--- config.mk ---
export PLATFORM = sky130hd
export DESIGN_NAME = irqef_top
export DESIGN_NICKNAME = d
export VERILOG_FILES = /design/src/irqef_pkg.sv /design/src/irqef_top.sv /design/src/irqef_sync.sv
export VERILOG_INCLUDE_DIRS = /design/src
export SDC_FILE = /design/constraint.sdc
export NUM_CORES = 1
export LEC_CHECK = 0
export BUFFER_PORTS_ARGS = -buffer_cell sky130_fd_sc_hd__buf_4
export CAP_MARGIN = 20
export CORE_ASPECT_RATIO = 0.8
export CORE_UTILIZATION = 40
export CTS_BUF_LIST = sky130_fd_sc_hd__clkbuf_2
export DETAILED_ROUTE_END_ITERATION = 7
export PLACE_DENSITY = 0.76
export SETUP_SLACK_MARGIN = 0.2
export SLEW_MARGIN = 20
export SYNTH_ARGS = -nofsm -noshare
export SYNTH_HDL_FRONTEND = slang
export SYNTH_SLANG_ARGS = --single-unit
--- constraint.sdc ---
create_clock -name pclk -period 1.3 [get_ports pclk]
set_input_delay 0.195 -clock pclk [delete_from_list [all_inputs] [get_ports pclk]]
set_output_delay 0.195 -clock pclk [all_outputs]
set_load 0.01 [all_outputs]
--- src/irqef_map.svh ---
// Purpose: Register offsets, bit positions, reset values and count limits
// Assumes: Included by its bare name from every design file that needs it
// Notes:   Definitions only, guarded against double inclusion
//
// Summary of operation
// RULE1 - Enable bit 7 of second enable register gates direct transfer; resets 0.
// RULE2 - Enable bit 6 gates A/D converter requests; 0 disables, resets 0.
// RULE3 - Software writes 0 to reserved bits 5 and 4 of second enable register.
// RULE4 - Enable bit 3 gates timer FH compare-match and overflow requests.
// RULE5 - Enable bit 2 gates timer FL compare-match and overflow requests.
// RULE6 - Enable bit 1 gates timer C overflow and underflow requests.
// RULE7 - On the reduced variant software keeps the timer C enable at 0.
// RULE8 - Enable bit 0 gates timer B requests; resets to 0.
// RULE9 - Flags are never cleared on interrupt acceptance; only software clears.
// RULE10 - Writing 0 clears a set flag; writing 1 changes nothing.
// RULE11 - Timer A flag, first register bit 7, sets on counter wrap to zero.
// RULE12 - Serial channel one flag, bit 6, sets on transfer completion; this design sets it on the full variant only.
// RULE13 - Bit 5 of first request register reads 1; writes ignored.
// RULE14 - External flags 4,3,1,0 set on selected edge of interrupt-configured pin.
// RULE15 - External flag 2 likewise, present on the full variant only.
// RULE16 - Second request register: DT7, AD6, FH3, FL2, C1, B0, all reset 0.
// RULE17 - A/D flag sets when conversion finishes and start-busy is reset.
// RULE18 - FH flag on 8-bit FH match, or 16-bit combined match in 16-bit mode.
// RULE19 - Timer C flag on overflow all-ones to zero or underflow zero to ones.
// RULE20 - Timer B flag sets on overflow from maximum count to zero.
// RULE21 - A request is presented while a flag and its enable are both 1.
`ifndef IRQEF_MAP_SVH
`define IRQEF_MAP_SVH

//------------------------------------------------------------
// Register byte offsets
//------------------------------------------------------------
`define IRQEF_OFS_ENABLE2   12'h000
`define IRQEF_OFS_FLAGS1    12'h004
`define IRQEF_OFS_FLAGS2    12'h008

//------------------------------------------------------------
// Second enable register and second request register bits
//------------------------------------------------------------
`define IRQEF_B_DT          7
`define IRQEF_B_AD          6
`define IRQEF_B_FH          3
`define IRQEF_B_FL          2
`define IRQEF_B_TC          1
`define IRQEF_B_TB          0

//------------------------------------------------------------
// First request register bits
//------------------------------------------------------------
`define IRQEF_B_TA          7
`define IRQEF_B_S1          6
`define IRQEF_B_X2          2

//------------------------------------------------------------
// Reset values, masks and counter limits
//------------------------------------------------------------
`define IRQEF_RST_ENABLE2   8'h00
`define IRQEF_RST_FLAGS     8'h00
`define IRQEF_FLAGS1_MASK   8'hDF
`define IRQEF_FLAGS2_MASK   8'hCF
`define IRQEF_RSV1_READ     8'h20
`define IRQEF_EXT_PIN_MASK  5'h1B
`define IRQEF_CNT_MAX       8'hFF
`define IRQEF_CNT_ZERO      8'h00
`define IRQEF_ZERO32        32'h0000_0000

`endif

--- src/irqef_pkg.sv ---
// Purpose: Types shared by the interrupt flag block
// Assumes: Nothing beyond the map header
// Notes:   Holds the bus state encoding and the byte type
package irqef_pkg;

    // One-hot bus slave states
    typedef enum logic [1:0] {
        IRQEF_ST_IDLE = 2'b01,
        IRQEF_ST_ACK  = 2'b10
    } irqef_bus_st_t;

    typedef logic [7:0] irqef_byte_t;

endpackage : irqef_pkg

--- src/irqef_top.sv ---
// Purpose: Second interrupt enable register and both request flag registers
// Assumes: Peripheral counters and pulses share pclk; pins are asynchronous
// Notes:   APB slave with one wait state; request outputs are registered
//
// Added by the designer: the register addresses and the APB interface to the registers.
`include "irqef_map.svh"

module irqef_top #(
    parameter logic FULL_VARIANT = 1'b1
) (
    // Clock and reset
    input  wire logic               pclk,
    input  wire logic               presetn,
    // APB slave
    input  wire logic               psel,
    input  wire logic               penable,
    input  wire logic               pwrite,
    input  wire logic [11:0]        paddr,
    input  wire logic [31:0]        pwdata,
    input  wire logic [3:0]         pstrb,
    output logic      [31:0]        prdata,
    output logic                    pready,
    output logic                    pslverr,
    // External pins and their configuration
    input  wire logic [4:0]         irq_pin,
    input  wire logic [4:0]         irq_pin_is_int,
    input  wire logic [4:0]         irq_edge_rising,
    // Enables for the first request register sources
    input  wire irqef_pkg::irqef_byte_t enable_first,
    // Timer counters and compare values
    input  wire irqef_pkg::irqef_byte_t timer_a_count,
    input  wire irqef_pkg::irqef_byte_t timer_b_count,
    input  wire irqef_pkg::irqef_byte_t timer_c_count,
    input  wire irqef_pkg::irqef_byte_t timer_fh_count,
    input  wire irqef_pkg::irqef_byte_t timer_fl_count,
    input  wire irqef_pkg::irqef_byte_t timer_fh_cmp,
    input  wire irqef_pkg::irqef_byte_t timer_fl_cmp,
    input  wire logic               timer_f_16bit_mode,
    // Other peripheral events
    input  wire logic               serial1_xfer_done,
    input  wire logic               direct_xfer_done,
    input  wire logic               adc_start_busy,
    // Requests to the processor core
    output irqef_pkg::irqef_byte_t  req_first,
    output irqef_pkg::irqef_byte_t  req_second
);
    import irqef_pkg::*;

    //------------------------------------------------------------
    // Helpers
    //------------------------------------------------------------
    // Counter stepped from one value to another
    function automatic logic stepped(input irqef_byte_t prv,
                                     input irqef_byte_t cur,
                                     input irqef_byte_t from_v,
                                     input irqef_byte_t to_v);
        stepped = (prv == from_v) && (cur == to_v);
    endfunction : stepped

    // Flag update: hardware set wins over a software clear
    function automatic irqef_byte_t flag_next(input irqef_byte_t cur,
                                              input irqef_byte_t set_v,
                                              input logic        wr,
                                              input irqef_byte_t wdat,
                                              input irqef_byte_t mask);
        irqef_byte_t clr;
        clr       = wr ? ~wdat : 8'h00;
        flag_next = ((cur & ~clr) | set_v) & mask;
    endfunction : flag_next

    //------------------------------------------------------------
    // State
    //------------------------------------------------------------
    irqef_bus_st_t bus_st_r;
    irqef_bus_st_t bus_st_nxt;
    irqef_byte_t   enable2_r;
    irqef_byte_t   flags1_r;
    irqef_byte_t   flags2_r;
    irqef_byte_t   flags1_nxt;
    irqef_byte_t   flags2_nxt;
    irqef_byte_t   ta_prev_r;
    irqef_byte_t   tb_prev_r;
    irqef_byte_t   tc_prev_r;
    logic          cnt_valid_r;
    logic          fh_match_prev_r;
    logic          fl_match_prev_r;
    logic          adc_busy_prev_r;
    logic [31:0]   prdata_r;
    logic          pready_r;
    logic          pslverr_r;
    irqef_byte_t   req_first_r;
    irqef_byte_t   req_second_r;

    //------------------------------------------------------------
    // Pin synchroniser
    //------------------------------------------------------------
    logic [4:0] pin_rise;
    logic [4:0] pin_fall;

    irqef_sync u_sync (
        .pclk     (pclk),
        .presetn  (presetn),
        .pin_raw  (irq_pin),
        .pin_rise (pin_rise),
        .pin_fall (pin_fall)
    );

    //------------------------------------------------------------
    // Address decode
    //------------------------------------------------------------
    // Register selects and completing-write strobes
    logic        sel_en2;
    logic        sel_fl1;
    logic        sel_fl2;
    logic        mapped;
    logic        access;
    logic        done;
    logic        wr_lane0;
    logic        wr_en2;
    logic        wr_fl1;
    logic        wr_fl2;
    irqef_byte_t wbyte;
    irqef_byte_t rd_byte;

    assign sel_en2  = (paddr == `IRQEF_OFS_ENABLE2);
    assign sel_fl1  = (paddr == `IRQEF_OFS_FLAGS1);
    assign sel_fl2  = (paddr == `IRQEF_OFS_FLAGS2);
    assign mapped   = sel_en2 | sel_fl1 | sel_fl2;
    assign access   = psel & penable;
    assign done     = access & pready_r;
    assign wr_lane0 = done & pwrite & pstrb[0] & mapped;
    assign wr_en2   = wr_lane0 & sel_en2;
    assign wr_fl1   = wr_lane0 & sel_fl1;
    assign wr_fl2   = wr_lane0 & sel_fl2;
    assign wbyte    = pwdata[7:0];

    // Read mux; reserved bit 5 of the first flags reads as one
    assign rd_byte  = sel_en2 ? enable2_r :
                      sel_fl1 ? (flags1_r | `IRQEF_RSV1_READ) :  // [RULE13]
                      sel_fl2 ? flags2_r : 8'h00;

    //------------------------------------------------------------
    // Bus state machine
    //------------------------------------------------------------
    // Idle until an access phase, then answer for exactly one cycle
    always_comb begin
        bus_st_nxt = bus_st_r;
        unique case (bus_st_r)
            IRQEF_ST_IDLE: begin
                if (access) begin
                    bus_st_nxt = IRQEF_ST_ACK;
                end
            end
            IRQEF_ST_ACK: begin
                bus_st_nxt = IRQEF_ST_IDLE;
            end
        endcase
    end

    // Ready, error and read data are loaded one cycle into the access
    always_ff @(posedge pclk or negedge presetn) begin
        if (!presetn) begin
            bus_st_r  <= IRQEF_ST_IDLE;
            pready_r  <= 1'b0;
            pslverr_r <= 1'b0;
            prdata_r  <= `IRQEF_ZERO32;
        end else begin
            bus_st_r  <= bus_st_nxt;
            pready_r  <= (bus_st_r == IRQEF_ST_IDLE) & access;
            pslverr_r <= (bus_st_r == IRQEF_ST_IDLE) & access & ~mapped;
            if ((bus_st_r == IRQEF_ST_IDLE) && access && !pwrite) begin
                prdata_r <= {24'h00_0000, rd_byte};
            end
        end
    end

    //------------------------------------------------------------
    // Event detection
    //------------------------------------------------------------
    // Counter wraps and compare-match rising edges
    logic        ta_wrap;
    logic        tb_wrap;
    logic        tc_ovf;
    logic        tc_unf;
    logic        fh_match;
    logic        fl_match;
    logic        fh_event;
    logic        fl_event;
    logic        adc_event;
    logic [4:0]  ext_edge;
    irqef_byte_t set1;
    irqef_byte_t set2;

    assign ta_wrap  = cnt_valid_r & stepped(ta_prev_r, timer_a_count,
                                            `IRQEF_CNT_MAX, `IRQEF_CNT_ZERO); // [RULE11]
    assign tb_wrap  = cnt_valid_r & stepped(tb_prev_r, timer_b_count,
                                            `IRQEF_CNT_MAX, `IRQEF_CNT_ZERO); // [RULE20]
    assign tc_ovf   = cnt_valid_r & stepped(tc_prev_r, timer_c_count,
                                            `IRQEF_CNT_MAX, `IRQEF_CNT_ZERO); // [RULE19]
    assign tc_unf   = cnt_valid_r & stepped(tc_prev_r, timer_c_count,
                                            `IRQEF_CNT_ZERO, `IRQEF_CNT_MAX); // [RULE19]

    // In 16-bit mode FH watches the joined counter and FL is silent
    assign fh_match = timer_f_16bit_mode ?
                      ({timer_fh_count, timer_fl_count} == {timer_fh_cmp, timer_fl_cmp}) :
                      (timer_fh_count == timer_fh_cmp);                       // [RULE18]
    assign fl_match = ~timer_f_16bit_mode & (timer_fl_count == timer_fl_cmp);
    assign fh_event = fh_match & ~fh_match_prev_r;
    assign fl_event = fl_match & ~fl_match_prev_r;

    // Conversion end is the fall of the start-busy indication
    assign adc_event = adc_busy_prev_r & ~adc_start_busy;                    // [RULE17]

    // Selected edge on pins configured as interrupt inputs
    assign ext_edge = irq_pin_is_int &
                      ((irq_edge_rising & pin_rise) | (~irq_edge_rising & pin_fall));

    // Set vectors for the first request register
    always_comb begin
        set1                = 8'h00;
        set1[`IRQEF_B_TA]   = ta_wrap;                                       // [RULE11]
        set1[`IRQEF_B_S1]   = FULL_VARIANT & serial1_xfer_done;              // [RULE12]
        set1[4:0]           = ext_edge & `IRQEF_EXT_PIN_MASK;                // [RULE14]
        set1[`IRQEF_B_X2]   = FULL_VARIANT & ext_edge[`IRQEF_B_X2];          // [RULE15]
    end

    // Set vectors for the second request register
    always_comb begin
        set2                = 8'h00;
        set2[`IRQEF_B_DT]   = direct_xfer_done;
        set2[`IRQEF_B_AD]   = adc_event;
        set2[`IRQEF_B_FH]   = fh_event;
        set2[`IRQEF_B_FL]   = fl_event;
        set2[`IRQEF_B_TC]   = FULL_VARIANT & (tc_ovf | tc_unf);
        set2[`IRQEF_B_TB]   = tb_wrap;                                       // [RULE16]
    end

    //------------------------------------------------------------
    // Request flags
    //------------------------------------------------------------
    // Only a zero written clears; set beats clear in the same cycle
    assign flags1_nxt = flag_next(flags1_r, set1, wr_fl1, wbyte,
                                  `IRQEF_FLAGS1_MASK);                       // [RULE10]
    assign flags2_nxt = flag_next(flags2_r, set2, wr_fl2, wbyte,
                                  `IRQEF_FLAGS2_MASK);                       // [RULE10]

    // Flags hold until software clears them; no acceptance input exists
    always_ff @(posedge pclk or negedge presetn) begin
        if (!presetn) begin
            flags1_r <= `IRQEF_RST_FLAGS;
            flags2_r <= `IRQEF_RST_FLAGS;                                    // [RULE16]
        end else begin
            flags1_r <= flags1_nxt;                                          // [RULE9]
            flags2_r <= flags2_nxt;                                          // [RULE9]
        end
    end

    //------------------------------------------------------------
    // Second enable register
    //------------------------------------------------------------
    // Fully read/write; reserved bits 5 and 4 are stored but gate nothing
    always_ff @(posedge pclk or negedge presetn) begin
        if (!presetn) begin
            enable2_r <= `IRQEF_RST_ENABLE2;                                 // [RULE1] [RULE8]
        end else if (wr_en2) begin
            enable2_r <= wbyte;
        end
    end

    //------------------------------------------------------------
    // Event history
    //------------------------------------------------------------
    // Previous counter values and condition levels for edge finding
    always_ff @(posedge pclk or negedge presetn) begin
        if (!presetn) begin
            ta_prev_r       <= `IRQEF_CNT_ZERO;
            tb_prev_r       <= `IRQEF_CNT_ZERO;
            tc_prev_r       <= `IRQEF_CNT_ZERO;
            cnt_valid_r     <= 1'b0;
            fh_match_prev_r <= 1'b1;
            fl_match_prev_r <= 1'b1;
            adc_busy_prev_r <= 1'b0;
        end else begin
            ta_prev_r       <= timer_a_count;
            tb_prev_r       <= timer_b_count;
            tc_prev_r       <= timer_c_count;
            cnt_valid_r     <= 1'b1;
            fh_match_prev_r <= fh_match;
            fl_match_prev_r <= fl_match;
            adc_busy_prev_r <= adc_start_busy;
        end
    end

    //------------------------------------------------------------
    // Requests to the core
    //------------------------------------------------------------
    // Each request is its flag gated by the matching enable bit
    irqef_byte_t gate2;
    irqef_byte_t req_first_nxt;
    irqef_byte_t req_second_nxt;

    always_comb begin
        gate2              = 8'h00;
        gate2[`IRQEF_B_DT] = enable2_r[`IRQEF_B_DT];                         // [RULE1]
        gate2[`IRQEF_B_AD] = enable2_r[`IRQEF_B_AD];                         // [RULE2]
        gate2[`IRQEF_B_FH] = enable2_r[`IRQEF_B_FH];                         // [RULE4]
        gate2[`IRQEF_B_FL] = enable2_r[`IRQEF_B_FL];                         // [RULE5]
        gate2[`IRQEF_B_TC] = enable2_r[`IRQEF_B_TC];                         // [RULE6]
        gate2[`IRQEF_B_TB] = enable2_r[`IRQEF_B_TB];                         // [RULE8]
    end

    assign req_first_nxt  = flags1_r & enable_first & `IRQEF_FLAGS1_MASK;    // [RULE21]
    assign req_second_nxt = flags2_r & gate2;                                // [RULE21]

    // Registered request outputs
    always_ff @(posedge pclk or negedge presetn) begin
        if (!presetn) begin
            req_first_r  <= 8'h00;
            req_second_r <= 8'h00;
        end else begin
            req_first_r  <= req_first_nxt;
            req_second_r <= req_second_nxt;
        end
    end

    //------------------------------------------------------------
    // Outputs
    //------------------------------------------------------------
    assign prdata     = prdata_r;
    assign pready     = pready_r;
    assign pslverr    = pslverr_r;
    assign req_first  = req_first_r;
    assign req_second = req_second_r;

endmodule : irqef_top

--- src/irqef_sync.sv ---
// Purpose: Three-stage pin synchroniser with agreement filter and edge pulses
// Assumes: Pins are asynchronous to pclk
// Notes:   The level only moves when stages two and three agree
`include "irqef_map.svh"

module irqef_sync (
    // Clock and reset
    input  wire logic       pclk,
    input  wire logic       presetn,
    // Raw pins and filtered edges
    input  wire logic [4:0] pin_raw,
    output logic      [4:0] pin_rise,
    output logic      [4:0] pin_fall
);
    import irqef_pkg::*;

    logic [4:0] stage1_r;
    logic [4:0] stage2_r;
    logic [4:0] stage3_r;
    logic [4:0] level_r;
    logic [4:0] level_nxt;
    logic [4:0] agree;
    logic       primed_r;

    //------------------------------------------------------------
    // Filter
    //------------------------------------------------------------
    // Stages two and three must agree before the level follows
    assign agree     = ~(stage2_r ^ stage3_r);
    assign level_nxt = (agree & stage3_r) | (~agree & level_r);

    // Edges are suppressed until the level has been loaded once
    assign pin_rise  = {5{primed_r}} & level_nxt & ~level_r;
    assign pin_fall  = {5{primed_r}} & ~level_nxt & level_r;

    // Synchroniser chain; stage one feeds stage two only
    always_ff @(posedge pclk or negedge presetn) begin
        if (!presetn) begin
            stage1_r <= 5'h00;
            stage2_r <= 5'h00;
            stage3_r <= 5'h00;
        end else begin
            stage1_r <= pin_raw;
            stage2_r <= stage1_r;
            stage3_r <= stage2_r;
        end
    end

    // Filtered level and first-load marker
    always_ff @(posedge pclk or negedge presetn) begin
        if (!presetn) begin
            level_r  <= 5'h00;
            primed_r <= 1'b0;
        end else begin
            level_r  <= primed_r ? level_nxt : stage3_r;
            primed_r <= primed_r | (&agree);
        end
    end

endmodule : irqef_sync

==> results of run 1 <==
cell families after synthesis:
group	after synthesis
XOR/XNOR	21
AND/OR/NAND/NOR	86
buffers and inverters	47
AO/OA/AOI/OAI	62
flip-flops	95
other	2
multiplexers	15
power groups by stage:
stage | combinational (W) | clock [W] | sequential, W
floorplan | 0.000399 | 0 | 0.00341
global placement | 0.00103 | 0 | 0.00338
detailed placement | 0.00106 | 0 | 0.00339
CTS | 0.00142 | 0.00177 | 0.00337
global route | 0.00172 | 0.00189 | 0.00340
finish | 0.00160 | 0.00172 | 0.00337
state kept, by name (all words and copies together), names as in the netlist, 2 cells and up:
| register | flops |
|---|---|
| bus_st_r | 2 |
| enable2_r | 8 |
| flags1_r | 7 |
| flags2_r | 6 |
| prdata | 8 |
| req_first | 7 |
| req_second | 6 |
| ta_prev_r | 8 |
| tb_prev_r | 8 |
| tc_prev_r | 8 |
| u_sync.level_r | 5 |
| u_sync.stage1_r | 5 |
| u_sync.stage2_r | 5 |
| u_sync.stage3_r | 5 |
repair_timing:
action | 4_1_cts | 5_1_grt
hold endpoints to repair | 156 | 6
pin swaps | 3 | 8
gates cloned | 1 | 0
resized for setup | 62 | 20
setup endpoints to repair | 57 | 55
hold buffers | 56 | 3
buffers inserted | 8 | 8
cell type report:
type,count,area (µm²)
clock inverters,5,97.6
multi-input cells,212,1600
clock buffers,10,50.0
inverters,15,56.3
repair buffers,238,2100
flip-flops and latches,95,2380
well taps,136,170
fillers,712,3200
worst reg2reg max path: stages, from the launching register on:
cell and delay [ns]:
dfrtp_1 0.42, nand4_1 0.16, or3_4 0.38, buf_8 0.16, mux2_4 0.29
per-layer routing:
layer | vias to the layer above | share of wire [%] | track usage [%]
met3 | 18 | 5.1 | 5.07
met1 | 1650 | 41 | 24.5
met2 | 114 | 52 | 35.4
met4 | 0 | 1.8 | 6.58
met5 | - | 0 | 0
li1 | 1609 | - | -
path summary, 6_finish.rpt:
| kind | startpoint | to | slack [ns] |
|---|---|---|---|
| hold / removal | timer_b_count[0] | tb_prev_r[0] | -0.22 |
| setup / recovery | paddr[9] | enable2_r[1] | -0.49 |
| min in group asynchronous | presetn | req_second[2] | 0.08 |
| max in group asynchronous | presetn | enable2_r[1] | 0.68 |
| setup reg to reg | pready | enable2_r[1] | -0.22 |
| hold reg to reg | u_sync.stage1_r[3] | u_sync.stage2_r[3] | 0.33 |
synthesized netlist by cell type (9+ instances only):
library cell and number:
dfrtp_1 92, buf_4 27, a21oi_1 20, xor2_1 18
nor2_1 16, inv_1 15, and2_1 13, o21ai_0 11
nand2_1 10, nor4_1 10, o31ai_1 9
through the flow:
| stage | area, µm² | util [%] |
|---|---|---|
| 5_1_grt | 6450 | 66.8 |
| 4_1_cts | 6310 | 65.4 |
| 6_report | 6450 | 66.8 |
| 3_5_place_dp | 5300 | 54.9 |
| 2_1_floorplan | 4090 | - |
| 3_3_place_gp | 5300 | 54.9 |
==> results.sh, run 1 <==
export IMPL_r2r_cells=4
export IMPL_slowest_stage="or4_4"
export IMPL_cp_max_fo=8
export IMPL_slew_violations=0
export IMPL_grt_pass1_wl_mm=16.2
export IMPL_ys_seq_elements=95
export IMPL_status="complete, but fails checks"
export IMPL_cts_made_buffers=9
export IMPL_period_share_pct=137
export IMPL_dpl_cell_count=624
export IMPL_synth_top_family_by_area="simple AND/OR/NAND/NOR gates"
export IMPL_final_common_cell="buf_4"
export IMPL_clk_pin_slew_ns=0.22
export IMPL_cp_depth=6
export IMPL_clk_latency_ns=0.52
export IMPL_grt_pass1_vias=3491
export IMPL_power_frac_clock_pct=25.7
export IMPL_switching_share_pct=25.6
export IMPL_fin_ws_ns=-0.486
export IMPL_yosysWarnings=0
export IMPL_maxCapViolations=0
export IMPL_cts_tree="built"
export IMPL_postRouteAntennaNets=0
export IMPL_firstDrtPassIters=4
export IMPL_p_comb_share_pct=23.9
export IMPL_finalCriticalPeriod_ns=1.79
export IMPL_pwr_share_seq_pct=50.3
export IMPL_io_buffers=130
export IMPL_arrival_ns=2.19
export IMPL_wire_per_inst_um=15.0
export IMPL_initialDrtViolationCount=102
export IMPL_area_delta_synth_final_pct=62.4
export IMPL_required_ns=1.71
export IMPL_yosysTopAreaCell="dfrtp_1"
export IMPL_synthArstFlopShare_pct=100
export IMPL_dpl_hpwl_mm=6.97
export IMPL_timing_fmax_ghz=0.560
export IMPL_clkSinkCount=95
export IMPL_hold_ws_ns=-0.218
export IMPL_synth_top_area_share_pct=58.0
export IMPL_place_ws_ns=-1.05
export IMPL_synthSimpleGateAreaFrac_pct=12.9
export IMPL_routed_via_density=4.77
export IMPL_grt_setup_unrepaired="yes"
export IMPL_ir_drop_mv=0.564
export IMPL_critPathTopFamily="simple AND/OR/NAND/NOR gates"
export IMPL_num_antenna_cells=0
export IMPL_chipHeight_um=91.1
export IMPL_worst_setup_path_start_kind="primary input"
export IMPL_fin_nets=707
export IMPL_rows=32
export IMPL_synth_edf_count=0
export IMPL_crit_buf_inv=2
export IMPL_setup_viol=22
export IMPL_vias=3391
export IMPL_antenna_found_initial=0
export IMPL_power_w=0.00669
export IMPL_grt_max_degree=43
export IMPL_syn_area_per_cell_um2=12.1
export IMPL_most_common_layout_cells="143 x buf_4, 91 x dfrtp_1, 55 x dlygate4sd3_1"
export IMPL_power_density_nw_per_um2=1040
export IMPL_synthDistinctLibCells=39
export IMPL_skew_ns=0.0377
export IMPL_die_area_um2=10300
export IMPL_critPathKind="in2reg"
export IMPL_hold_class="in2reg"
export IMPL_slowest_delay_ns=0.54
export IMPL_fin_setup_tns_ns=-7.20
export IMPL_core_area_um2=9650
export IMPL_die_x_um=113
export IMPL_drcViolationCount=0
export IMPL_seq_area_frac_synth_pct=60.0
export IMPL_synth_xor_area_share_pct=4.63
export IMPL_grt_ovfl_total=0
export IMPL_gp_congestion=0.782
export IMPL_power_switching_w=0.00171
export IMPL_crit_chain="buf_8 > or4_4 > or4_4 > or3_4 > buf_8 > mux2_4"
export IMPL_clockRootBuffer="clkbuf_2"
export IMPL_io_pins=186
export IMPL_synthAdderAreaFrac_pct=0
export IMPL_netlist_area_um2=3970
export IMPL_stdcell_count=711
export IMPL_worst_hold_path_num_cells=1
export IMPL_leakage_nw=3.07
export IMPL_endpoint_kind="register"
export IMPL_synth_area_leaders="dfrtp_1 58%, buf_4 5.1%, xor2_1 4.0%"
export IMPL_hold_viol=1
export IMPL_muxShareOfSynthArea_pct=4.98
export IMPL_synth_ff_type="dfrtp_1"
export IMPL_synth_cells=328
export IMPL_synth_compound_area_share_pct=10.1
export IMPL_h_tree_depth=3
export IMPL_grtUsageTotal_pct=20.3
export IMPL_intPower_w=0.00498
export IMPL_failed_checks="negative hold slack, negative setup slack"
export IMPL_clockBufferDepth=2
export IMPL_totalWireLength_mm=10.6
export IMPL_layout_drive_gt1_share_pct=42.8
export IMPL_initial_core_util_pct=41.1
Note: power is estimated with default switching activity, not from simulation.
==> inputs of run 2 (changes only) <==
REMOVE_ABC_BUFFERS = 1   (was not set)
==> run 2 against run 1 <==
  * The run still ends with negative hold slack, negative setup slack left
  * Sequential cell count did not move
  * Non-clock buffer count fell by 2
  * Combinational power rose by 3%
  * Register-to-register slack barely moved
  * Largest cell class unchanged
==> results.sh, run 2 (same netlist as run 1, synthesis figures left out) <==
export IMPL_core_area_um2=9650
export IMPL_grt_max_degree=39
export IMPL_r2r_cells=4
export IMPL_postRouteAntennaNets=0
export IMPL_required_ns=1.72
export IMPL_initialDrtViolationCount=123
export IMPL_stdcell_count=710
export IMPL_final_common_cell="buf_4"
export IMPL_fin_setup_tns_ns=-8.28
export IMPL_crit_start="paddr[9]"
export IMPL_hold_viol=1
export IMPL_layout_drive_gt1_share_pct=44.3
export IMPL_cp_max_fo=8
export IMPL_firstDrtPassIters=4
export IMPL_grt_setup_unrepaired="yes"
export IMPL_hold_class="in2reg"
export IMPL_h_tree_depth=3
export IMPL_clockBufferDepth=2
export IMPL_slew_violations=0
export IMPL_fin_area_um2=6450
export IMPL_timing_fmax_ghz=0.558
export IMPL_leakage_nw=3.07
export IMPL_critPathKind="in2reg"
export IMPL_clk_pin_slew_ns=0.24
export IMPL_fill_cells=716
export IMPL_num_antenna_cells=0
export IMPL_io_pins=186
export IMPL_arrival_ns=2.21
export IMPL_chipHeight_um=91.1
export IMPL_cts_tree="built"
export IMPL_setup_viol=29
export IMPL_die_area_um2=10300
export IMPL_initial_core_util_pct=41.1
export IMPL_failed_checks="negative hold slack, negative setup slack"
export IMPL_clk_latency_ns=0.52
export IMPL_grt_pass1_vias=3474
export IMPL_fin_ws_ns=-0.493
export IMPL_regToRegStartpoint="pready"
export IMPL_period_share_pct=138
export IMPL_hold_ws_ns=-0.234
export IMPL_worst_setup_path_start_kind="primary input"
export IMPL_clkSinkCount=95
export IMPL_post_route_util_pct=66.8
export IMPL_dpl_hpwl_mm=7.41
export IMPL_status="complete, but fails checks"
export IMPL_ir_drop_mv=0.522
export IMPL_skew_ns=0.0211
export IMPL_vias=3381
export IMPL_cts_made_buffers=9
export IMPL_fin_nets=705
export IMPL_drcViolationCount=0
export IMPL_endpoint_kind="register"
export IMPL_area_delta_synth_final_pct=62.4
export IMPL_most_common_layout_cells="141 x buf_4, 90 x dfrtp_1, 56 x dlygate4sd3_1"
export IMPL_wire_per_inst_um=15.6
export IMPL_io_buffers=130
export IMPL_worst_r2r_setup_slack_ns=-0.23
export IMPL_die_x_um=113
export IMPL_totalWireLength_mm=11.1
export IMPL_power_density_nw_per_um2=994
export IMPL_grt_ovfl_total=0
export IMPL_grt_pass1_wl_mm=16.7
export IMPL_crit_end="enable2_r[0]"
export IMPL_routed_via_density=4.76
export IMPL_finalCriticalPeriod_ns=1.79
export IMPL_gp_congestion=0.749
export IMPL_clockRootBuffer="clkbuf_2"
export IMPL_dpl_cell_area_um2=5250
export IMPL_maxCapViolations=0
export IMPL_place_ws_ns=-1.07
export IMPL_rows=32
export IMPL_grtUsageTotal_pct=21.2
export IMPL_dpl_cell_count=620
export IMPL_antenna_found_initial=0
export IMPL_timing_rr_end="enable2_r[0]"
run 2: changes by cell type in the layout (fill, tap and decap cells not counted), moves of 2 or more:
| cell | before | now |
|---|---|---|
| o21ai_2 | 0 | 4 |
| buf_4 | 143 | 141 |
| buf_8 | 3 | 1 |
| bufinv_16 | 3 | 1 |
| clkinv_1 | 2 | 0 |
| clkinvlp_4 | 0 | 2 |
| nor4_1 | 7 | 9 |
| nor4_2 | 2 | 0 |
| o21ai_0 | 4 | 2 |
| o21ai_1 | 7 | 5 |
| o31ai_1 | 4 | 2 |
| o31ai_2 | 1 | 3 |
run 2: area by class of cell:
cell class	count	area [µm²]	area share, %
Sequential cell	95	2380	37.0
Clock buffer	11	55.1	0.854
Inverter	15	56.3	0.873
Tap cell	136	170	2.64
Timing Repair Buffer	236	2080	32.2
Clock inverter	5	58.8	0.912
Multi-Input combinational cell	212	1650	25.5
run 2: worst max-delay path: stages:
cell    delay [ns]
buf_6         0.10
or4_4         0.53
or4_4         0.54
or3_4         0.38
buf_6         0.16
mux2_4        0.30
run 2: power by group:
part / leakage, nW / switching [W] / internal (W) / total (W)
clock network: 0.0681 / 0.000930 / 0.000459 / 0.00139
registers: 1.13 / 0.000164 / 0.00320 / 0.00336
logic: 1.86 / 0.000661 / 0.000994 / 0.00165
run 2: repair_timing:
| action | in CTS | in global routing |
|---|---|---|
| setup buffers | 7 | 10 |
| resized for setup | 58 | 40 |
| pin swaps | 12 | 14 |
| setup endpoints to repair | 55 | 56 |
| gates cloned | 0 | 1 |
| hold buffers | 57 | 3 |
| hold endpoints to repair | 158 | 5 |
run 2: metal layers:
layer  up-vias  share of wire [%]  wire length, µm  track usage [%]
li1       1596                  -                -                -
met1      1688                 40             4460             25.9
met2        89                 54             5970             37.5
met3         8                5.0              558             6.34
met4         0               0.87               96             3.73
met5         -                  0                0                0
run 2: stage by stage:
| step | total power, W | hold WS [ns] |
|---|---|---|
| global placement | 0.00440 | 0.127 |
| floorplan | 0.00374 | -0.101 |
| CTS | 0.00616 | 0.00548 |
| detailed placement | 0.00445 | 0.133 |
| global route | 0.00672 | -0.322 |
| finish | 0.00641 | -0.234 |
run 2: how the worst min path moves through the flow:
stage	startpoint	end	slack (ns)	cells past startpoint
after CTS	timer_fh_cmp[7]	fh_match_prev_r	0.005	5
after detailed placement	presetn	adc_busy_prev_r	0.13	1
final	timer_b_count[2]	tb_prev_r[2]	-0.23	1
after floorplan	presetn	adc_busy_prev_r	-0.10	0
after global placement	presetn	adc_busy_prev_r	0.13	1
after global routing	timer_b_count[2]	tb_prev_r[2]	-0.32	1
